**src/rtl/mmct_params.svh**
```systemverilog
// constants for the counter/timer channel: offsets, ctrl fields, timing
// assumes a 125 MHz core clock and a byte-addressed AXI4-Lite slave
`ifndef MMCT_PARAMS_SVH
`define MMCT_PARAMS_SVH
`define MMCT_A_CTRL   8'h00
`define MMCT_A_PRE1   8'h04
`define MMCT_A_PRE2   8'h08
`define MMCT_A_TRIG   8'h0C
`define MMCT_A_RBACK  8'h10
`define MMCT_A_STAT   8'h14
`define MMCT_A_IVEC   8'h20
`define MMCT_A_ID     8'h40
`define MMCT_B_POL    3
`define MMCT_B_GATEHI 4
`define MMCT_B_EXTCLK 5
`define MMCT_B_TRGEXT 6
`define MMCT_B_UPDN   7
`define MMCT_B_DEB    8
`define MMCT_B_IRQEN  9
`define MMCT_B_IDXLD  10
`define MMCT_B_REPEAT 11
`define MMCT_CTRL_RST 16'h0007
`define MMCT_ID_CODE  16'h5A5A // identification word, value arbitrary
`define MMCT_CLK_NS   8
`define MMCT_PULSE_NS 1750
`define MMCT_DEB_NS   2500
`define MMCT_DIV      4'hF
`endif

```
**src/rtl/mmct_pkg.sv**
```systemverilog
// types for the counter/timer channel
// shared by the channel module and the bench
package mmct_pkg;
  // counting modes, held in ctrl[2:0]
  typedef enum logic [2:0] {
    MD_PWM, MD_WDOG, MD_EVENT, MD_FREQ, MD_PULSE, MD_PERIOD, MD_QUAD, MD_OFF
  } mmct_mode_t;
  // channel sequencer states
  typedef enum logic [1:0] {ST_IDLE, ST_WAIT, ST_RUN, ST_HIGH} mmct_state_t;
endpackage

```
**src/rtl/mmct_channel.sv**
```systemverilog
// one 16-bit multimode counter/timer channel with AXI4-Lite registers
// field inputs are asynchronous and pass two flip-flops first
//
// The implementer's own choices: register access over AXI4-Lite and the placing of the registers.
`timescale 1ns/1ns
`include "mmct_params.svh"
module mmct_channel
  import mmct_pkg::*;
(
  input  wire logic        core_clk,
  input  wire logic        reset,
  input  wire logic [7:0]  s_axi_awaddr,
  input  wire logic        s_axi_awvalid,
  output logic             s_axi_awready,
  input  wire logic [31:0] s_axi_wdata,
  input  wire logic [3:0]  s_axi_wstrb,
  input  wire logic        s_axi_wvalid,
  output logic             s_axi_wready,
  output logic [1:0]       s_axi_bresp,
  output logic             s_axi_bvalid,
  input  wire logic        s_axi_bready,
  input  wire logic [7:0]  s_axi_araddr,
  input  wire logic        s_axi_arvalid,
  output logic             s_axi_arready,
  output logic [31:0]      s_axi_rdata,
  output logic [1:0]       s_axi_rresp,
  output logic             s_axi_rvalid,
  input  wire logic        s_axi_rready,
  input  wire logic        gate_reload_input,
  input  wire logic        clock_event_input,
  input  wire logic        trigger_index_input,
  output logic             channel_output,
  output logic             irq_req
);
  // cycle counts derived from times, least times round up
  localparam int PULSE_I = (`MMCT_PULSE_NS + `MMCT_CLK_NS - 1) / `MMCT_CLK_NS;
  localparam int DEB_I   = (`MMCT_DEB_NS + `MMCT_CLK_NS - 1) / `MMCT_CLK_NS;
  localparam logic [8:0] PULSE_C = 9'(PULSE_I);
  localparam logic [8:0] DEB_C   = 9'(DEB_I);

  logic [2:0]  s1_q, s2_q, s3_q;   // sync stages and previous level
  logic [3:0]  div_q;              // internal tick divider
  logic        dtick_q;            // internal tick pulse
  logic [15:0] ctrl_q;             // mode and options
  logic [15:0] pre1_q, pre2_q;     // presets
  logic [15:0] ivec_q;             // interrupt vector
  logic        swtrig_q;           // software trigger pulse
  mmct_state_t st_q;               // sequencer state
  logic [15:0] cnt_q;              // live count
  logic [15:0] rb_q;               // latched measurement
  logic        act_q;              // waveform active level
  logic        done_q, ev_q;       // completion and interrupt events
  logic [8:0]  pl_q, dl_q;         // pulse width and debounce delay
  logic        irq_q;              // pending interrupt
  logic        out_q;              // pin level
  logic        aw_full_q, w_full_q;
  logic [7:0]  aw_addr_q;
  logic [31:0] w_data_q;
  logic [3:0]  w_strb_q;
  logic        awready_q, wready_q, bvalid_q, arready_q, rvalid_q;
  logic [1:0]  bresp_q, rresp_q;
  logic [31:0] rdata_q;

  // rising edge of a sampled level
  function automatic logic rise(input logic now, input logic was);
    rise = now & ~was;
  endfunction

  // byte-lane merge into a 16-bit register
  function automatic logic [15:0] merge(input logic [15:0] old,
                                        input logic [31:0] d,
                                        input logic [3:0]  s);
    merge = {s[1] ? d[15:8] : old[15:8], s[0] ? d[7:0] : old[7:0]};
  endfunction

  // decoded fields and input events
  mmct_mode_t mode;
  logic a_l, b_l, c_l, a_was, gate_act, gate_was;
  logic g_rise, g_fall, a_rise, b_rise, c_rise, tick, trig, updn;
  logic wr_go, ar_hs, ivec_rd, meas;
  logic [15:0] rback;
  assign mode     = mmct_mode_t'(ctrl_q[2:0]);
  assign a_l      = s2_q[0];
  assign b_l      = s2_q[1];
  assign c_l      = s2_q[2];
  assign a_was    = s3_q[0];
  assign gate_act = ctrl_q[`MMCT_B_GATEHI] ? a_l : ~a_l;
  assign gate_was = ctrl_q[`MMCT_B_GATEHI] ? a_was : ~a_was;
  assign g_rise   = rise(gate_act, gate_was);
  assign g_fall   = rise(gate_was, gate_act);
  assign a_rise   = rise(a_l, a_was);
  assign b_rise   = rise(b_l, s3_q[1]);
  assign c_rise   = rise(c_l, s3_q[2]);
  assign tick     = ctrl_q[`MMCT_B_EXTCLK] ? b_rise : dtick_q;
  assign updn     = (mode == MD_EVENT) & ctrl_q[`MMCT_B_UPDN];
  assign trig     = swtrig_q | (ctrl_q[`MMCT_B_TRGEXT] & c_rise & ~updn
                    & (mode != MD_QUAD));
  assign wr_go    = aw_full_q & w_full_q & ~bvalid_q;
  assign ar_hs    = s_axi_arvalid & arready_q;
  assign ivec_rd  = ar_hs & (s_axi_araddr == `MMCT_A_IVEC);
  assign meas     = (mode == MD_FREQ) | (mode == MD_PULSE) | (mode == MD_PERIOD);
  assign rback    = meas ? rb_q : cnt_q;

  // two-stage input sync, third stage for edges
  always_ff @(posedge core_clk)
  begin
    if (reset)
    begin
      s1_q <= 3'h0;
      s2_q <= 3'h0;
      s3_q <= 3'h0;
    end
    else
    begin
      s1_q <= {trigger_index_input, clock_event_input, gate_reload_input};
      s2_q <= s1_q;
      s3_q <= s2_q;
    end
  end

  // internal counting-clock enable
  always_ff @(posedge core_clk)
  begin
    if (reset)
    begin
      div_q   <= 4'h0;
      dtick_q <= 1'b0;
    end
    else
    begin
      dtick_q <= (div_q == `MMCT_DIV);
      div_q   <= (div_q == `MMCT_DIV) ? 4'h0 : div_q + 4'h1;
    end
  end

  // channel sequencer, one branch per mode, the three measuring modes sharing one
  always_ff @(posedge core_clk)
  begin
    if (reset)
    begin
      st_q   <= ST_IDLE;
      cnt_q  <= 16'h0000;
      rb_q   <= 16'h0000;
      act_q  <= 1'b0;
      done_q <= 1'b0;
      ev_q   <= 1'b0;
    end
    else
    begin
      done_q <= 1'b0;
      ev_q   <= 1'b0;
      case (mode)
        MD_PWM:
        begin
          if (trig)
          begin
            st_q  <= ST_RUN;
            cnt_q <= pre1_q;
            act_q <= 1'b0;
          end
          else if (st_q != ST_IDLE && tick && !gate_act)
          begin
            if (cnt_q > 16'h0001)
              cnt_q <= cnt_q - 16'h0001;
            else if (st_q == ST_RUN)
            begin
              st_q  <= ST_HIGH;
              cnt_q <= pre2_q;
              act_q <= 1'b1;
              ev_q  <= 1'b1;
            end
            else
            begin
              act_q <= 1'b0;
              ev_q  <= 1'b1;
              cnt_q <= pre1_q;
              st_q  <= ctrl_q[`MMCT_B_REPEAT] ? ST_RUN : ST_IDLE;
            end
          end
        end
        MD_WDOG:
        begin
          if (trig)
          begin
            st_q  <= ST_RUN;
            cnt_q <= pre1_q;
            act_q <= 1'b1;
          end
          else if (st_q == ST_RUN)
          begin
            if (g_rise)
              cnt_q <= pre1_q;
            else if (tick && cnt_q <= 16'h0001)
            begin
              cnt_q <= 16'h0000;
              act_q <= 1'b0;
              ev_q  <= 1'b1;
              st_q  <= ST_IDLE;
            end
            else if (tick)
              cnt_q <= cnt_q - 16'h0001;
          end
        end
        MD_EVENT:
        begin
          if (trig)
          begin
            st_q  <= ST_RUN;
            cnt_q <= 16'h0000;
          end
          else if (st_q == ST_RUN && b_rise && !gate_act)
          begin
            if (updn && !c_l)
              cnt_q <= cnt_q - 16'h0001;
            else
              cnt_q <= cnt_q + 16'h0001;
            if ((updn && !c_l ? cnt_q - 16'h0001 : cnt_q + 16'h0001) == pre1_q)
            begin
              ev_q   <= 1'b1;
              done_q <= 1'b1;
              st_q   <= ST_IDLE;
            end
          end
        end
        MD_FREQ, MD_PULSE, MD_PERIOD:
        begin
          if (trig)
            st_q <= ST_WAIT;
          else if (st_q == ST_WAIT && g_rise)
          begin
            st_q  <= ST_RUN;
            cnt_q <= 16'h0000;
          end
          else if (st_q == ST_RUN &&
                   (mode == MD_PERIOD ? g_rise : g_fall))
          begin
            rb_q   <= cnt_q;
            ev_q   <= 1'b1;
            done_q <= 1'b1;
            st_q   <= ST_IDLE;
          end
          else if (st_q == ST_RUN && (mode == MD_FREQ ? b_rise : tick))
            cnt_q <= cnt_q + 16'h0001;
        end
        MD_QUAD:
        begin
          if (trig)
          begin
            st_q  <= ST_RUN;
            cnt_q <= 16'h0000;
          end
          else if (st_q == ST_RUN)
          begin
            act_q <= c_l | (cnt_q == pre1_q);
            if (c_rise)
            begin
              ev_q <= 1'b1;
              if (ctrl_q[`MMCT_B_IDXLD])
                cnt_q <= pre2_q;
            end
            else if (a_rise)
            begin
              cnt_q <= b_l ? cnt_q - 16'h0001 : cnt_q + 16'h0001;
              if ((b_l ? cnt_q - 16'h0001 : cnt_q + 16'h0001) == pre1_q)
                ev_q <= 1'b1;
            end
          end
        end
        default:
        begin
          st_q  <= ST_IDLE;
          act_q <= 1'b0;
        end
      endcase
    end
  end

  // completion pulse with optional debounce delay
  always_ff @(posedge core_clk)
  begin
    if (reset)
    begin
      pl_q <= 9'h000;
      dl_q <= 9'h000;
    end
    else if (done_q && ctrl_q[`MMCT_B_DEB])
      dl_q <= DEB_C;
    else if (done_q)
      pl_q <= PULSE_C;
    else if (dl_q != 9'h000)
    begin
      dl_q <= dl_q - 9'h001;
      if (dl_q == 9'h001)
        pl_q <= PULSE_C;
    end
    else if (pl_q != 9'h000)
      pl_q <= pl_q - 9'h001;
  end

  // pin level with programmed polarity
  always_ff @(posedge core_clk)
  begin
    if (reset)
      out_q <= 1'b1;
    else if (mode == MD_PWM || mode == MD_WDOG || mode == MD_QUAD)
      out_q <= act_q ~^ ctrl_q[`MMCT_B_POL];
    else if (mode == MD_OFF)
      out_q <= ~ctrl_q[`MMCT_B_POL];
    else
      out_q <= (pl_q != 9'h000) ~^ ctrl_q[`MMCT_B_POL];
  end

  // sticky interrupt request, set wins over acknowledge
  always_ff @(posedge core_clk)
  begin
    if (reset)
      irq_q <= 1'b0;
    else
      irq_q <= (ev_q & ctrl_q[`MMCT_B_IRQEN]) | (irq_q & ~ivec_rd);
  end

  // write address and data capture, either order
  always_ff @(posedge core_clk)
  begin
    if (reset)
    begin
      aw_full_q <= 1'b0;
      w_full_q  <= 1'b0;
      awready_q <= 1'b0;
      wready_q  <= 1'b0;
      aw_addr_q <= 8'h00;
      w_data_q  <= 32'h0000_0000;
      w_strb_q  <= 4'h0;
    end
    else
    begin
      awready_q <= s_axi_awvalid & ~awready_q & ~aw_full_q & ~bvalid_q;
      wready_q  <= s_axi_wvalid & ~wready_q & ~w_full_q & ~bvalid_q;
      if (s_axi_awvalid && awready_q)
      begin
        aw_full_q <= 1'b1;
        aw_addr_q <= s_axi_awaddr;
      end
      else if (wr_go)
        aw_full_q <= 1'b0;
      if (s_axi_wvalid && wready_q)
      begin
        w_full_q <= 1'b1;
        w_data_q <= s_axi_wdata;
        w_strb_q <= s_axi_wstrb;
      end
      else if (wr_go)
        w_full_q <= 1'b0;
    end
  end

  // register writes and write response
  always_ff @(posedge core_clk)
  begin
    if (reset)
    begin
      ctrl_q   <= `MMCT_CTRL_RST;
      pre1_q   <= 16'h0000;
      pre2_q   <= 16'h0000;
      ivec_q   <= 16'h0000;
      swtrig_q <= 1'b0;
      bvalid_q <= 1'b0;
      bresp_q  <= 2'h0;
    end
    else
    begin
      swtrig_q <= 1'b0;
      if (bvalid_q && s_axi_bready)
        bvalid_q <= 1'b0;
      if (wr_go)
      begin
        bvalid_q <= 1'b1;
        bresp_q  <= 2'h0;
        if (aw_addr_q == `MMCT_A_CTRL)
          ctrl_q <= merge(ctrl_q, w_data_q, w_strb_q);
        else if (aw_addr_q == `MMCT_A_PRE1)
          pre1_q <= merge(pre1_q, w_data_q, w_strb_q);
        else if (aw_addr_q == `MMCT_A_PRE2)
          pre2_q <= merge(pre2_q, w_data_q, w_strb_q);
        else if (aw_addr_q == `MMCT_A_TRIG)
          swtrig_q <= w_data_q[0] & w_strb_q[0];
        else if (aw_addr_q == `MMCT_A_IVEC)
          ivec_q <= merge(ivec_q, w_data_q, w_strb_q);
        else
          bresp_q <= 2'h2;
      end
    end
  end

  // register reads, data one cycle after address
  always_ff @(posedge core_clk)
  begin
    if (reset)
    begin
      arready_q <= 1'b0;
      rvalid_q  <= 1'b0;
      rdata_q   <= 32'h0000_0000;
      rresp_q   <= 2'h0;
    end
    else
    begin
      arready_q <= s_axi_arvalid & ~arready_q & ~rvalid_q;
      if (rvalid_q && s_axi_rready)
        rvalid_q <= 1'b0;
      if (ar_hs)
      begin
        rvalid_q <= 1'b1;
        rresp_q  <= 2'h0;
        rdata_q  <= 32'h0000_0000;
        if (s_axi_araddr == `MMCT_A_CTRL)
          rdata_q[15:0] <= ctrl_q;
        else if (s_axi_araddr == `MMCT_A_PRE1)
          rdata_q[15:0] <= pre1_q;
        else if (s_axi_araddr == `MMCT_A_PRE2)
          rdata_q[15:0] <= pre2_q;
        else if (s_axi_araddr == `MMCT_A_TRIG)
          rdata_q[15:0] <= 16'h0000;
        else if (s_axi_araddr == `MMCT_A_RBACK)
          rdata_q[15:0] <= rback;
        else if (s_axi_araddr == `MMCT_A_STAT)
          rdata_q[15:0] <= {12'h000, out_q, act_q, st_q != ST_IDLE, irq_q};
        else if (s_axi_araddr == `MMCT_A_IVEC)
          rdata_q[15:0] <= ivec_q;
        else if (s_axi_araddr == `MMCT_A_ID)
          rdata_q[15:0] <= `MMCT_ID_CODE;
        else
          rresp_q <= 2'h2;
      end
    end
  end

  assign s_axi_awready  = awready_q;
  assign s_axi_wready   = wready_q;
  assign s_axi_bvalid   = bvalid_q;
  assign s_axi_bresp    = bresp_q;
  assign s_axi_arready  = arready_q;
  assign s_axi_rvalid   = rvalid_q;
  assign s_axi_rdata    = rdata_q;
  assign s_axi_rresp    = rresp_q;
  assign channel_output = out_q;
  assign irq_req        = irq_q;
endmodule

```
**config.mk**
```make
export PLATFORM = sky130hd
export DESIGN_NAME = mmct_channel
export DESIGN_NICKNAME = d
export VERILOG_FILES = /design/src/rtl/mmct_pkg.sv /design/src/rtl/mmct_channel.sv
export VERILOG_INCLUDE_DIRS = /design/src /design/src/rtl
export SDC_FILE = /design/constraint.sdc
export NUM_CORES = 1
export LEC_CHECK = 0
export BUFFER_PORTS_ARGS = -buffer_cell sky130_fd_sc_hd__buf_2
export CORE_ASPECT_RATIO = 0.7
export CORE_MARGIN = 2
export CORE_UTILIZATION = 30
export CTS_CLUSTER_SIZE = 25
export DETAILED_ROUTE_END_ITERATION = 16
export PLACE_DENSITY = 0.48
export RECOVER_POWER = 100
export SYNTH_ARGS = -nofsm -noshare
export SYNTH_HDL_FRONTEND = slang
export SYNTH_SLANG_ARGS = --single-unit
export TNS_END_PERCENT = 10
```
**constraint.sdc**
```tcl
create_clock -name core_clk -period 3.62 [get_ports core_clk]
set_clock_uncertainty 0.2 [all_clocks]
set_input_delay 0.905 -clock core_clk [delete_from_list [all_inputs] [get_ports core_clk]]
set_output_delay 0.905 -clock core_clk [all_outputs]
set_load 0.005 [all_outputs]
```
==> flow_summary.html, run 1 <==
<table>
<tr><th>Metric</th><th>Value</th></tr>
<tr><th colspan="2">Outcome</th></tr>
<tr><td>Status</td><td>completed</td></tr>
<tr><th colspan="2">Run</th></tr>
<tr><td>Maximum Capacitance Violations</td><td>0</td></tr>
<tr><th colspan="2">GRT</th></tr>
<tr><td>Vias in the first global route</td><td>about 11k</td></tr>
<tr><td>Global-route wire length before repair</td><td>between 70 and 80 mm</td></tr>
<tr><td>Maximum number of pins on one net before global-route repair</td><td>78</td></tr>
<tr><td>Global routing usage summed across all routing layers</td><td>22.8%</td></tr>
<tr><td>Antenna violations before repair</td><td>0</td></tr>
<tr><td>Remaining Overflow, GRT</td><td>0</td></tr>
<tr><th colspan="2">Drt</th></tr>
<tr><td>Remaining antenna violation count after routing</td><td>0</td></tr>
<tr><td>Total number of vias</td><td>12.3k</td></tr>
<tr><td>Initial DRC Count</td><td>1348</td></tr>
<tr><td>Routed length per instance</td><td>21.6 um</td></tr>
<tr><td>Number of DRC violations after detailed routing</td><td>0</td></tr>
<tr><td>DRT Wirelength</td><td>47.5 mm</td></tr>
<tr><td>Number of iterations in the first detailed-routing pass</td><td>6</td></tr>
<tr><td>DR vias/cell</td><td>~5.6</td></tr>
<tr><th colspan="2">Finish</th></tr>
<tr><td>Fraction of final layout cells sized beyond drive strength 1</td><td>approximately 16%</td></tr>
<tr><td>Area occupied by multi-input gates</td><td>between 7000 and 8000 um^2</td></tr>
<tr><td>Most frequent standard cell in the layout excluding fill and tap cells</td><td>sky130_fd_sc_hd__dfxtp_1</td></tr>
<tr><td>Register Area</td><td>3750 um^2</td></tr>
<tr><td>Synth-to-layout area growth</td><td>18.6%</td></tr>
<tr><td>Final cell area excluding filler cells</td><td>14100 um^2</td></tr>
<tr><td>Nets</td><td>1730</td></tr>
<tr><td>N_diodes</td><td>0</td></tr>
<tr><td>Fillers</td><td>4130</td></tr>
<tr><td>Most frequent cells in the layout</td><td>sky130_fd_sc_hd__dfxtp_1, sky130_fd_sc_hd__nor2_1, sky130_fd_sc_hd__nand2_1</td></tr>
<tr><th colspan="2">Die</th></tr>
<tr><td>Initial core utilization</td><td>approximately 31%</td></tr>
<tr><td>Area of the core</td><td>38700 um^2</td></tr>
<tr><td>IO Count</td><td>between 100 and 150</td></tr>
<tr><td>Width of the chip</td><td>242 um</td></tr>
<tr><td>Placement row count</td><td>60</td></tr>
<tr><td>Floorplan die area</td><td>41200 um^2</td></tr>
<tr><td>Y dimension of the die</td><td>170 um</td></tr>
<tr><th colspan="2">Worst setup path</th></tr>
<tr><td>Delay contributed by the slowest stage of the critical path</td><td>0.68 ns</td></tr>
<tr><td>Worst path buffer plus inverter count</td><td>0</td></tr>
<tr><td>Critical-path cell list</td><td>nor2b_2 -&gt; o211a_1 -&gt; or2_0 -&gt; nor2_1 -&gt; or4_1 -&gt; or3_1 -&gt; a21oi_1</td></tr>
<tr><td>Library cell contributing the largest single delay on the critical path</td><td>sky130_fd_sc_hd__or4_1</td></tr>
<tr><td>Cell type group with the largest total delay on the critical path</td><td>simple AND/OR/NAND/NOR gates</td></tr>
<tr><td>Critical path capture point type</td><td>flip-flop</td></tr>
<tr><td>Required time at the worst-slack endpoint</td><td>3.74 ns</td></tr>
<tr><td>Minimum setup slack among reg-to-reg paths</td><td>0.04 ns</td></tr>
<tr><td>Highest fanout seen on the critical path</td><td>8</td></tr>
<tr><td>Worst EP arrival</td><td>roughly 3.7 ns</td></tr>
<tr><td>Nature of the critical path startpoint</td><td>flip-flop</td></tr>
<tr><td>Critical path class</td><td>flip-flop to flip-flop</td></tr>
<tr><th colspan="2">Power</th></tr>
<tr><td>Clock share of power</td><td>40.0%</td></tr>
<tr><td>Internal power</td><td>3.42 mW</td></tr>
<tr><td>Sw power</td><td>around 1.4 mW</td></tr>
<tr><td>Share of total power in combinational logic</td><td>between 10% and 20%</td></tr>
<tr><td>Fraction of power spent switching nets</td><td>29.2%</td></tr>
<tr><td>Standby leakage power</td><td>approximately 5.6 nW</td></tr>
<tr><td>Register share of total power</td><td>46.2%</td></tr>
<tr><td>Maximum resistive drop on vdd</td><td>0.308 mV</td></tr>
<tr><td>Power density over the cells</td><td>343 nW/um^2</td></tr>
<tr><th colspan="2">STA</th></tr>
<tr><td>Final Hold Vio Count</td><td>0</td></tr>
<tr><td>Crit share post-route</td><td>98.9%</td></tr>
<tr><td>Peak clock frequency supported by timing</td><td>279 MHz</td></tr>
<tr><td>Tightest Pin Transition</td><td>~1.4 ns</td></tr>
<tr><td>Number of pins exceeding their max-slew limit in the final report</td><td>0</td></tr>
<tr><td>Min Tclk post-route</td><td>3.58 ns</td></tr>
<tr><td>Final-layout setup total negative slack</td><td>0 ns</td></tr>
<tr><td>Max-Slew Margin vs Limit</td><td>5.95%</td></tr>
<tr><td>Unrepaired setup endpoints after global routing</td><td>no</td></tr>
<tr><td>Number of endpoints failing setup at the final stage</td><td>0</td></tr>
<tr><th colspan="2">Yosys</th></tr>
<tr><td>Synth Area per Inst</td><td>7.68 um^2</td></tr>
<tr><td>Number of standard cells after synthesis</td><td>1546</td></tr>
<tr><td>Cell types with the largest area share after synthesis</td><td>sky130_fd_sc_hd__dfxtp_1, sky130_fd_sc_hd__mux2i_1, sky130_fd_sc_hd__nor2_1, sky130_fd_sc_hd__a21oi_1, sky130_fd_sc_hd__nand2_1</td></tr>
<tr><td>Async S/R FF share, synth</td><td>0%</td></tr>
<tr><td>Post-synthesis instance area</td><td>about 12000 um^2</td></tr>
<tr><td>Number of warnings printed during yosys synthesis</td><td>0</td></tr>
<tr><td>Number of flops mapped to enable cells by yosys</td><td>0</td></tr>
<tr><td>Sequential-to-total area share from yosys stat</td><td>31.5%</td></tr>
<tr><td>Cell taking the most area after synthesis</td><td>sky130_fd_sc_hd__dfxtp_1</td></tr>
<tr><td>Top cell type's share of synthesized area</td><td>31.5%</td></tr>
<tr><td>Distinct cells, synth</td><td>84</td></tr>
<tr><td>Synth Register Bits</td><td>187</td></tr>
<tr><td>Most used DFF post-synth</td><td>sky130_fd_sc_hd__dfxtp_1</td></tr>
<tr><th colspan="2">Placement</th></tr>
<tr><td>Final GP Congestion</td><td>0.987</td></tr>
<tr><td># port buffers</td><td>68</td></tr>
<tr><td>Area after DPL</td><td>13500 um^2</td></tr>
<tr><td>HPWL after detailed placement</td><td>between 30 and 40 mm</td></tr>
<tr><th colspan="2">CTS</th></tr>
<tr><td>TritonCTS clock tree</td><td>yes</td></tr>
<tr><td>Clk sink count</td><td>187</td></tr>
<tr><td>Max Root-Sink Buffers</td><td>2</td></tr>
<tr><td>H-tree depth reported by CTS</td><td>4</td></tr>
<tr><td>Worst-path clk slew</td><td>0.08 ns</td></tr>
<tr><td>TritonCTS buffer count</td><td>17</td></tr>
<tr><td>Worst-skew pair later-pin latency</td><td>0.45 ns</td></tr>
<tr><td>Root buffer selected by CTS</td><td>sky130_fd_sc_hd__clkbuf_16</td></tr>
<tr><th colspan="2">Worst hold path</th></tr>
<tr><td>Classification of the worst-slack hold path</td><td>flip-flop to flip-flop</td></tr>
</table>
logic make-up after synthesis:
family	count (synthesis)	synth area share, %
muxes	101	8.56
adders and majority gates	9	0.948
and+or+nand+nor	582	23.9
other	1	0.0316
DFF	187	31.5
buffers and inverters	173	6.25
AOI/OAI and AO/OA	412	22.8
xor gates and xnor gates	81	5.97
through the flow:
step | utilization, % | power [mW] | instances | hold WS, ns | setup slack (ns)
floorplan | - | 2.76 | 1563 | 0.198 | 0.0317
global placement | 34.9 | 2.94 | 2165 | 0.215 | 0.0314
detailed placement | 34.9 | 2.96 | 2165 | 0.218 | 0.0448
CTS | 36.4 | 4.89 | 2197 | 0.229 | 0.00413
global route | 36.4 | 5.10 | 2199 | 0.269 | 0.0341
finish | 36.4 | 4.83 | 2199 | 0.223 | 0.0406
sequential cells by signal (all words and copies together) (netlist names), 4 cells and up:
register / flops
w_data_q: 16
rb_q: 16
pre2_q: 16
cnt_q: 16
ivec_q: 16
div_q: 4
aw_addr_q: 8
dl_q: 9
pl_q: 9
pre1_q: 16
s_axi_rdata: 16
ctrl_q: 16
Yosys cell counts, types with 9 or more instances:
master                     instances
sky130_fd_sc_hd__a211oi_1         28
sky130_fd_sc_hd__a21oi_1         118
sky130_fd_sc_hd__a221oi_1         24
sky130_fd_sc_hd__a22oi_1          16
sky130_fd_sc_hd__a311oi_1         11
sky130_fd_sc_hd__a31oi_1          15
sky130_fd_sc_hd__and3_1           18
sky130_fd_sc_hd__buf_1            19
sky130_fd_sc_hd__buf_4            19
sky130_fd_sc_hd__clkbuf_1         97
sky130_fd_sc_hd__dfxtp_1         187
sky130_fd_sc_hd__ha_1              9
sky130_fd_sc_hd__inv_1            28
sky130_fd_sc_hd__mux2i_1          97
sky130_fd_sc_hd__nand2_1         151
sky130_fd_sc_hd__nand2b_1         11
sky130_fd_sc_hd__nand3_1          42
sky130_fd_sc_hd__nand4_1          21
sky130_fd_sc_hd__nor2_1          180
sky130_fd_sc_hd__nor2b_1          21
sky130_fd_sc_hd__nor3_1           35
sky130_fd_sc_hd__nor4_1           26
sky130_fd_sc_hd__o211ai_1         13
sky130_fd_sc_hd__o21ai_0          84
sky130_fd_sc_hd__o221ai_1         14
sky130_fd_sc_hd__o22ai_1           9
sky130_fd_sc_hd__o31ai_1           9
sky130_fd_sc_hd__or3_1            14
sky130_fd_sc_hd__or4_1            13
sky130_fd_sc_hd__xnor2_1          60
sky130_fd_sc_hd__xor2_1           21
power by group through the flow:
| stage | registers [mW] | clock network (mW) | logic (mW) |
|---|---|---|---|
| after detailed placement | 2.28 | 0 | 0.677 |
| after global routing | 2.25 | 2.08 | 0.770 |
| after CTS | 2.23 | 1.98 | 0.680 |
| final | 2.23 | 1.93 | 0.667 |
| after floorplan | 2.26 | 0 | 0.503 |
| after global placement | 2.28 | 0 | 0.665 |
worst paths after layout:
kind,start,end,depth (start not counted)
max reg2reg,s2_q[2],cnt_q[10],7
max,s2_q[2],cnt_q[10],7
min reg2reg,w_full_q,s_axi_wready,1
min,w_full_q,s_axi_wready,1
timing repair:
| item | CTS | global route |
|---|---|---|
| setup endpoints to repair | 0 | 4 |
| hold buffers | 0 | 0 |
| resized for setup | 0 | 10 |
| setup buffers | 0 | 2 |
area by class of cell:
cell class	count	share of cell area, %
Multi-Input combinational cell	1203	53.3
Sequential cell	187	26.6
Timing Repair Buffer	219	10.3
Tap cell	527	4.68
Clock buffer	18	3.12
Clock inverter	14	1.13
Inverter	31	0.826
metal layers:
| metal | track usage (%) | vias up | wire length [um] | part of all wire (%) |
|---|---|---|---|---|
| li1 | - | 5822 | - | - |
| met1 | 35.0 | 5896 | 23500 | 49 |
| met2 | 30.6 | 569 | 18300 | 39 |
| met3 | 6.61 | 56 | 4980 | 10 |
| met4 | 4.97 | 0 | 716 | 1.5 |
| met5 | 0 | - | 0 | 0 |
No activity file was read; power rests on OpenSTA's default activity.
==> run 2, diff against run 1 <==
--- a/config.mk
+++ b/config.mk
@@ -7,13 +7,13 @@
 export NUM_CORES = 1
 export LEC_CHECK = 0
 export BUFFER_PORTS_ARGS = -buffer_cell sky130_fd_sc_hd__buf_2
-export CORE_ASPECT_RATIO = 0.7
 export CORE_MARGIN = 2
 export CORE_UTILIZATION = 30
 export CTS_CLUSTER_SIZE = 25
 export DETAILED_ROUTE_END_ITERATION = 16
 export PLACE_DENSITY = 0.48
 export RECOVER_POWER = 100
+export SKIP_LAST_GASP = 1
 export SYNTH_ARGS = -nofsm -noshare
 export SYNTH_HDL_FRONTEND = slang
 export SYNTH_SLANG_ARGS = --single-unit
==> run 2 against run 1 <==
The flow now finishes with violations (max-capacitance violations, max-slew violations). Fmax increased by 1.9%. Flip-flop and latch count unchanged. Count of clock-buffer cells in the layout unchanged. Largest power group unchanged. Final cell count fell by 1.2%. Sequential share of layout area rose by 0.39 points. Non-clock buffer count down 17.
==> flow_summary.html, run 2 (same netlist as run 1, synthesis figures left out) <==
<table>
<tr><th>Metric</th><th>Value</th></tr>
<tr><th colspan="2">Outcome</th></tr>
<tr><td>Status</td><td>finished with violations</td></tr>
<tr><td>Violations in the final reports</td><td>max-capacitance violations, max-slew violations</td></tr>
<tr><th colspan="2">Worst setup path</th></tr>
<tr><td>Cell type group with the largest total delay on the critical path</td><td>simple AND/OR/NAND/NOR gates</td></tr>
<tr><td>Critical Path Most Common Cell</td><td>sky130_fd_sc_hd__or4_1</td></tr>
<tr><td>Worst Setup SP</td><td>cnt_q[0]</td></tr>
<tr><td>Library cell contributing the largest single delay on the critical path</td><td>sky130_fd_sc_hd__or4_1</td></tr>
<tr><td>Critical path capture point type</td><td>flip-flop</td></tr>
<tr><td>Critical-path cell list</td><td>inv_1 -&gt; ha_1 -&gt; or3b_2 -&gt; or3_1 -&gt; xor2_1 -&gt; nand2_1 -&gt; a21oi_1 -&gt; or4_1 -&gt; or4_1 -&gt; o31ai_2</td></tr>
<tr><td>Worst path buffer plus inverter count</td><td>1</td></tr>
<tr><td>Required time at the worst-slack endpoint</td><td>3.78 ns</td></tr>
<tr><td>Delay contributed by the slowest stage of the critical path</td><td>0.57 ns</td></tr>
<tr><td>Worst EP arrival</td><td>about 3.7 ns</td></tr>
<tr><td>Launch point of the worst reg-to-reg path</td><td>cnt_q[0]</td></tr>
<tr><td>Critical path class</td><td>flip-flop to flip-flop</td></tr>
<tr><td>Highest fanout seen on the critical path</td><td>7</td></tr>
<tr><td>Nature of the critical path startpoint</td><td>flip-flop</td></tr>
<tr><th colspan="2">Power</th></tr>
<tr><td>Standby leakage power</td><td>5.48 nW</td></tr>
<tr><td>Maximum resistive drop on vdd</td><td>0.313 mV</td></tr>
<tr><td>Power density over the cells</td><td>341 nW/um^2</td></tr>
<tr><th colspan="2">Drt</th></tr>
<tr><td>Routed length per instance</td><td>approximately 21 um</td></tr>
<tr><td>DRT Wirelength</td><td>46.0 mm</td></tr>
<tr><td>Total number of vias</td><td>12.1k</td></tr>
<tr><td>Initial DRC Count</td><td>1279</td></tr>
<tr><td>DR vias/cell</td><td>5.57</td></tr>
<tr><td>Number of DRC violations after detailed routing</td><td>0</td></tr>
<tr><td>Remaining antenna violation count after routing</td><td>0</td></tr>
<tr><td>Number of iterations in the first detailed-routing pass</td><td>6</td></tr>
<tr><th colspan="2">Finish</th></tr>
<tr><td>Number of standard cells in the final layout excluding fillers</td><td>2173</td></tr>
<tr><td>Register Area</td><td>3740 um^2</td></tr>
<tr><td>N_diodes</td><td>0</td></tr>
<tr><td>Most frequent cells in the layout</td><td>sky130_fd_sc_hd__dfxtp_1, sky130_fd_sc_hd__nor2_1, sky130_fd_sc_hd__nand2_1</td></tr>
<tr><td>Area occupied by multi-input gates</td><td>7470 um^2</td></tr>
<tr><td>Fraction of final layout cells sized beyond drive strength 1</td><td>14.1%</td></tr>
<tr><td>Fillers</td><td>4150</td></tr>
<tr><td>Nets</td><td>1713</td></tr>
<tr><td>Final design utilization</td><td>35.7%</td></tr>
<tr><td>Most frequent standard cell in the layout excluding fill and tap cells</td><td>sky130_fd_sc_hd__dfxtp_1</td></tr>
<tr><td>Synth-to-layout area growth</td><td>16.9%</td></tr>
<tr><th colspan="2">CTS</th></tr>
<tr><td>TritonCTS clock tree</td><td>yes</td></tr>
<tr><td>Hold buffer count at CTS</td><td>0</td></tr>
<tr><td>Worst-path clk slew</td><td>around 0.080 ns</td></tr>
<tr><td>H-tree depth reported by CTS</td><td>4</td></tr>
<tr><td>TritonCTS buffer count</td><td>17</td></tr>
<tr><td>Max Root-Sink Buffers</td><td>2</td></tr>
<tr><td>Root buffer selected by CTS</td><td>sky130_fd_sc_hd__clkbuf_16</td></tr>
<tr><td>Worst-skew pair later-pin latency</td><td>about 0.45 ns</td></tr>
<tr><td>Clk sink count</td><td>187</td></tr>
<tr><th colspan="2">STA</th></tr>
<tr><td>Max-Slew Margin vs Limit</td><td>-9.74%</td></tr>
<tr><td>Crit share post-route</td><td>97.0%</td></tr>
<tr><td>Min Tclk post-route</td><td>roughly 3.5 ns</td></tr>
<tr><td>Final-layout worst hold slack</td><td>0.224 ns</td></tr>
<tr><td>Final Hold Vio Count</td><td>0</td></tr>
<tr><td>Final-layout setup total negative slack</td><td>0 ns</td></tr>
<tr><td>Number of endpoints failing setup at the final stage</td><td>0</td></tr>
<tr><td>Final setup slack of the worst path</td><td>0.107 ns</td></tr>
<tr><td>Tightest Pin Transition</td><td>1.65 ns</td></tr>
<tr><td>Peak clock frequency supported by timing</td><td>~280 MHz</td></tr>
<tr><td>Number of pins exceeding their max-slew limit in the final report</td><td>169</td></tr>
<tr><td>Unrepaired setup endpoints after global routing</td><td>no</td></tr>
<tr><th colspan="2">Worst hold path</th></tr>
<tr><td>Start point of the worst min-delay path</td><td>w_full_q</td></tr>
<tr><td>Classification of the worst-slack hold path</td><td>flip-flop to flip-flop</td></tr>
<tr><th colspan="2">GRT</th></tr>
<tr><td>Antenna violations before repair</td><td>0</td></tr>
<tr><td>Global-route wire length before repair</td><td>69.5 mm</td></tr>
<tr><td>Vias in the first global route</td><td>between 10k and 15k</td></tr>
<tr><td>Maximum number of pins on one net before global-route repair</td><td>136</td></tr>
<tr><td>Remaining Overflow, GRT</td><td>0</td></tr>
<tr><td>Global routing usage summed across all routing layers</td><td>22.0%</td></tr>
<tr><th colspan="2">Run</th></tr>
<tr><td>Maximum Capacitance Violations</td><td>2</td></tr>
<tr><th colspan="2">Die</th></tr>
<tr><td>Area of the core</td><td>38800 um^2</td></tr>
<tr><td>Initial core utilization</td><td>30.6%</td></tr>
<tr><td>Floorplan die area</td><td>just over 40000 um^2</td></tr>
<tr><td>Y dimension of the die</td><td>between 200 and 250 um</td></tr>
<tr><td>IO Count</td><td>105</td></tr>
<tr><td>Placement row count</td><td>72</td></tr>
<tr><td>Width of the chip</td><td>203 um</td></tr>
<tr><th colspan="2">Placement</th></tr>
<tr><td># port buffers</td><td>68</td></tr>
<tr><td>Final GP Congestion</td><td>approximately 0.92</td></tr>
<tr><td>Post-placement worst setup slack</td><td>0.0644 ns</td></tr>
<tr><td>HPWL after detailed placement</td><td>34.7 mm</td></tr>
<tr><td>Cell Count Post-Placement</td><td>roughly 2.1k</td></tr>
</table>
[run 2: cell count changes in the layout (fill, tap and decap cells not counted), sizes merged]
cell,change
clkbuf,-3
clkinvlp,+1
buf,-14
clkinv,-1
[run 2: stage by stage]
step	power, mW	cell area (um^2)
6_report	4.73	13900
4_1_cts	4.78	14000
3_5_place_dp	2.93	13400
3_3_place_gp	2.92	13400
2_1_floorplan	2.76	11900
5_1_grt	4.95	13900
[run 2: worst paths after layout]
kind | cells past startpoint | slack (ns) | endpoint
max | 10 | 0.11 | ev_q
min | 1 | 0.22 | s_axi_wready
max reg2reg | 10 | 0.11 | ev_q
min reg2reg | 1 | 0.22 | s_axi_wready
[run 2: repair_timing]
item | in CTS | in global routing
endpoints found under the setup margin | 0 | 2
buffers inserted | 0 | 0
gates resized for setup | 0 | 2
[run 2: final cells by class]
cell class              instances  area share, %
repair buffers                202           9.61
clock inverters                14          0.992
clock buffers                  18           3.09
multi-input cells            1203           53.8
flip-flops and latches        187           27.0
inverters                      31          0.839
well taps                     518           4.67
[run 2: routing by layer]
metal / track usage (%) / vias to the layer above / wire length, um
met5: 0 / - / 0
met4: 7.95 / 0 / 1440
met3: 3.68 / 72 / 3100
met2: 34.2 / 479 / 20300
met1: 30.5 / 5762 / 21100
li1: - / 5789 / -
[run 2: where the power goes]
group / internal [mW] / total, mW / switching (mW)
clock: 0.963 / 1.85 / 0.886
sequential: 2.15 / 2.23 / 0.0841
combinational: 0.268 / 0.645 / 0.377
==> run 3, diff against run 2 <==
--- a/config.mk
+++ b/config.mk
@@ -9,11 +9,11 @@
 export BUFFER_PORTS_ARGS = -buffer_cell sky130_fd_sc_hd__buf_2
 export CORE_MARGIN = 2
 export CORE_UTILIZATION = 30
+export CTS_BUF_LIST = sky130_fd_sc_hd__clkbuf_2
 export CTS_CLUSTER_SIZE = 25
 export DETAILED_ROUTE_END_ITERATION = 16
 export PLACE_DENSITY = 0.48
 export RECOVER_POWER = 100
-export SKIP_LAST_GASP = 1
 export SYNTH_ARGS = -nofsm -noshare
 export SYNTH_HDL_FRONTEND = slang
 export SYNTH_SLANG_ARGS = --single-unit
==> run 3 against run 2 <==
Cell area down 2.0%. Wire length down 0.15%. Critical path depth unchanged. Setup slack worse by 0.015 ns. First-iteration DRC count up 6.4%. Fmax down 0.42%. Utilization down 0.70 points. Count of clock-buffer cells in the layout unchanged. Power down 16%. Critical endpoint unchanged. Combinational power about the same. Non-clock buffer count up 4. Sequential share of layout area up 0.56 points. The flow still finishes with violations (max-capacitance violations, max-slew violations).
==> flow_summary.html, run 3 (same netlist as run 1, synthesis figures left out) <==
<table>
<tr><th>Metric</th><th>Value</th></tr>
<tr><th colspan="2">Outcome</th></tr>
<tr><td>Violations in the final reports</td><td>max-capacitance violations, max-slew violations</td></tr>
<tr><td>Status</td><td>finished with violations</td></tr>
<tr><th colspan="2">Drt</th></tr>
<tr><td>Number of DRC violations after detailed routing</td><td>0</td></tr>
<tr><td>Initial DRC Count</td><td>roughly 1.4k</td></tr>
<tr><td>Remaining antenna violation count after routing</td><td>0</td></tr>
<tr><td>Total number of vias</td><td>12.2k</td></tr>
<tr><td>Number of iterations in the first detailed-routing pass</td><td>6</td></tr>
<tr><td>DR vias/cell</td><td>5.59</td></tr>
<tr><td>DRT Wirelength</td><td>45.9 mm</td></tr>
<tr><td>Routed length per instance</td><td>21.1 um</td></tr>
<tr><th colspan="2">STA</th></tr>
<tr><td>Peak clock frequency supported by timing</td><td>284 MHz</td></tr>
<tr><td>Final Hold Vio Count</td><td>0</td></tr>
<tr><td>Crit share post-route</td><td>97.4%</td></tr>
<tr><td>Tightest Pin Transition</td><td>1.78 ns</td></tr>
<tr><td>Final-layout setup total negative slack</td><td>0 ns</td></tr>
<tr><td>Min Tclk post-route</td><td>around 3.5 ns</td></tr>
<tr><td>Max-Slew Margin vs Limit</td><td>-18.8%</td></tr>
<tr><td>Unrepaired setup endpoints after global routing</td><td>no</td></tr>
<tr><td>Number of pins exceeding their max-slew limit in the final report</td><td>40</td></tr>
<tr><td>Number of endpoints failing setup at the final stage</td><td>0</td></tr>
<tr><th colspan="2">CTS</th></tr>
<tr><td>Worst-skew pair later-pin latency</td><td>0.83 ns</td></tr>
<tr><td>TritonCTS buffer count</td><td>17</td></tr>
<tr><td>Clk sink count</td><td>187</td></tr>
<tr><td>TritonCTS clock tree</td><td>yes</td></tr>
<tr><td>Max Root-Sink Buffers</td><td>2</td></tr>
<tr><td>H-tree depth reported by CTS</td><td>4</td></tr>
<tr><td>Root buffer selected by CTS</td><td>sky130_fd_sc_hd__clkbuf_2</td></tr>
<tr><td>Worst-path clk slew</td><td>0.30 ns</td></tr>
<tr><th colspan="2">Finish</th></tr>
<tr><td>Area occupied by multi-input gates</td><td>~7500 um^2</td></tr>
<tr><td>Synth-to-layout area growth</td><td>14.6%</td></tr>
<tr><td>Register Area</td><td>3750 um^2</td></tr>
<tr><td>Most frequent standard cell in the layout excluding fill and tap cells</td><td>sky130_fd_sc_hd__dfxtp_1</td></tr>
<tr><td>Fillers</td><td>4191</td></tr>
<tr><td>Nets</td><td>roughly 1.7k</td></tr>
<tr><td>Fraction of final layout cells sized beyond drive strength 1</td><td>14.5%</td></tr>
<tr><td>Most frequent cells in the layout</td><td>sky130_fd_sc_hd__dfxtp_1, sky130_fd_sc_hd__nor2_1, sky130_fd_sc_hd__nand2_1</td></tr>
<tr><td>Final cell area excluding filler cells</td><td>~14000 um^2</td></tr>
<tr><th colspan="2">Worst setup path</th></tr>
<tr><td>Minimum setup slack among reg-to-reg paths</td><td>around 0.093 ns</td></tr>
<tr><td>Worst EP arrival</td><td>4.10 ns</td></tr>
<tr><td>Worst Setup SP</td><td>cnt_q[0]</td></tr>
<tr><td>R2R Path End</td><td>ev_q</td></tr>
<tr><td>Critical path class</td><td>flip-flop to flip-flop</td></tr>
<tr><td>Highest fanout seen on the critical path</td><td>6</td></tr>
<tr><td>Required time at the worst-slack endpoint</td><td>approximately 4.2 ns</td></tr>
<tr><td>Nature of the critical path startpoint</td><td>flip-flop</td></tr>
<tr><td>Path depth of the worst reg2reg path</td><td>10</td></tr>
<tr><td>Critical path capture point type</td><td>flip-flop</td></tr>
<tr><td>Critical Path End</td><td>ev_q</td></tr>
<tr><td>Launch point of the worst reg-to-reg path</td><td>cnt_q[0]</td></tr>
<tr><th colspan="2">Placement</th></tr>
<tr><td>Area after DPL</td><td>13400 um^2</td></tr>
<tr><td>HPWL after detailed placement</td><td>34.7 mm</td></tr>
<tr><td>Final GP Congestion</td><td>around 0.9</td></tr>
<tr><td># port buffers</td><td>~70</td></tr>
<tr><th colspan="2">GRT</th></tr>
<tr><td>Antenna violations before repair</td><td>1</td></tr>
<tr><td>Maximum number of pins on one net before global-route repair</td><td>~140</td></tr>
<tr><td>Remaining Overflow, GRT</td><td>0</td></tr>
<tr><td>Global routing usage summed across all routing layers</td><td>21.9%</td></tr>
<tr><td>Vias in the first global route</td><td>about 11k</td></tr>
<tr><td>Global-route wire length before repair</td><td>69.3 mm</td></tr>
<tr><th colspan="2">Die</th></tr>
<tr><td>Initial core utilization</td><td>between 30% and 40%</td></tr>
<tr><td>Placement row count</td><td>72</td></tr>
<tr><td>Area of the core</td><td>between 30000 and 40000 um^2</td></tr>
<tr><td>Y dimension of the die</td><td>around 200 um</td></tr>
<tr><td>Floorplan die area</td><td>41200 um^2</td></tr>
<tr><td>Width of the chip</td><td>203 um</td></tr>
<tr><td>IO Count</td><td>105</td></tr>
<tr><th colspan="2">Power</th></tr>
<tr><td>Maximum resistive drop on vdd</td><td>0.204 mV</td></tr>
<tr><td>Standby leakage power</td><td>5.37 nW</td></tr>
<tr><td>Tot Pwr</td><td>about 3.9 mW</td></tr>
<tr><td>Power density over the cells</td><td>290 nW/um^2</td></tr>
<tr><th colspan="2">Worst hold path</th></tr>
<tr><td>Classification of the worst-slack hold path</td><td>input port to flip-flop</td></tr>
<tr><th colspan="2">Run</th></tr>
<tr><td>Maximum Capacitance Violations</td><td>1</td></tr>
</table>
==> run 3: repair_timing <==
| action | CTS | global route |
|---|---|---|
| hold buffers | 3 | 0 |
| buffers inserted | 0 | 1 |
| resized for setup | 0 | 4 |
| endpoints found under the setup margin | 0 | 2 |
| hold endpoints to repair | 3 | 0 |
==> run 3: critical path, stage by stage, from the launching register on <==
cell                      delay [ns]
sky130_fd_sc_hd__dfxtp_4        0.44
sky130_fd_sc_hd__inv_1          0.09
sky130_fd_sc_hd__ha_2           0.18
sky130_fd_sc_hd__or3b_2         0.50
sky130_fd_sc_hd__or3_1          0.39
sky130_fd_sc_hd__xor2_2         0.21
sky130_fd_sc_hd__nand2_1        0.09
sky130_fd_sc_hd__a21oi_1        0.08
sky130_fd_sc_hd__or4_1          0.58
sky130_fd_sc_hd__or4_1          0.54
sky130_fd_sc_hd__o31ai_2        0.20
==> run 3: worst min-delay path by stage <==
stage / start / endpoint / slack, ns / depth (start not counted)
after floorplan: w_full_q / s_axi_wready / 0.20 / 1
after global placement: w_full_q / s_axi_wready / 0.22 / 1
after detailed placement: w_full_q / s_axi_wready / 0.22 / 1
after CTS: s_axi_wdata[1] / w_data_q[1] / 0.0005 / 3
after global routing: s_axi_wdata[3] / w_data_q[3] / 0.03 / 3
final: s_axi_wdata[1] / w_data_q[1] / 0.09 / 3
==> run 3: layout make-up <==
cell class / instances / area share, %
Inverter: 31 / 0.855
Sequential cell: 187 / 27.5
Clock inverter: 14 / 1.01
Antenna cell: 1 / 0.0184
Multi-Input combinational cell: 1203 / 55.0
Tap cell: 518 / 4.76
Clock buffer: 18 / 0.662
Timing Repair Buffer: 206 / 10.1
==> run 3: through the flow <==
step                      hold WS (ns)  util [%]  setup WS (ns)  cells
final                           0.0926      35.0         0.0928   2178
after global routing            0.0269      35.0        0.00907   2178
after CTS                     0.000494      35.2         0.0432   2176
after detailed placement         0.220      34.5         0.0644   2141
after global placement           0.224      34.5          0.128   2141
after floorplan                  0.198         -         0.0317   1563
==> run 3: per-layer routing <==
layer / vias up / track usage, % / part of all wire [%]
li1: 5804 / - / -
met1: 5820 / 30.6 / 46
met2: 486 / 34.4 / 45
met3: 66 / 3.08 / 6.5
met4: 0 / 7.38 / 2.8
met5: - / 0 / 0
==> run 3: power by group <==
| part | switching (mW) | total [mW] | leakage, nW | internal (mW) |
|---|---|---|---|---|
| Clock | 0.795 | 1.06 | 0.132 | 0.266 |
| Combinational | 0.377 | 0.647 | 3.72 | 0.270 |
| Sequential | 0.0842 | 2.24 | 1.52 | 2.16 |
| Total | 1.26 | 3.95 | 5.37 | 2.69 |
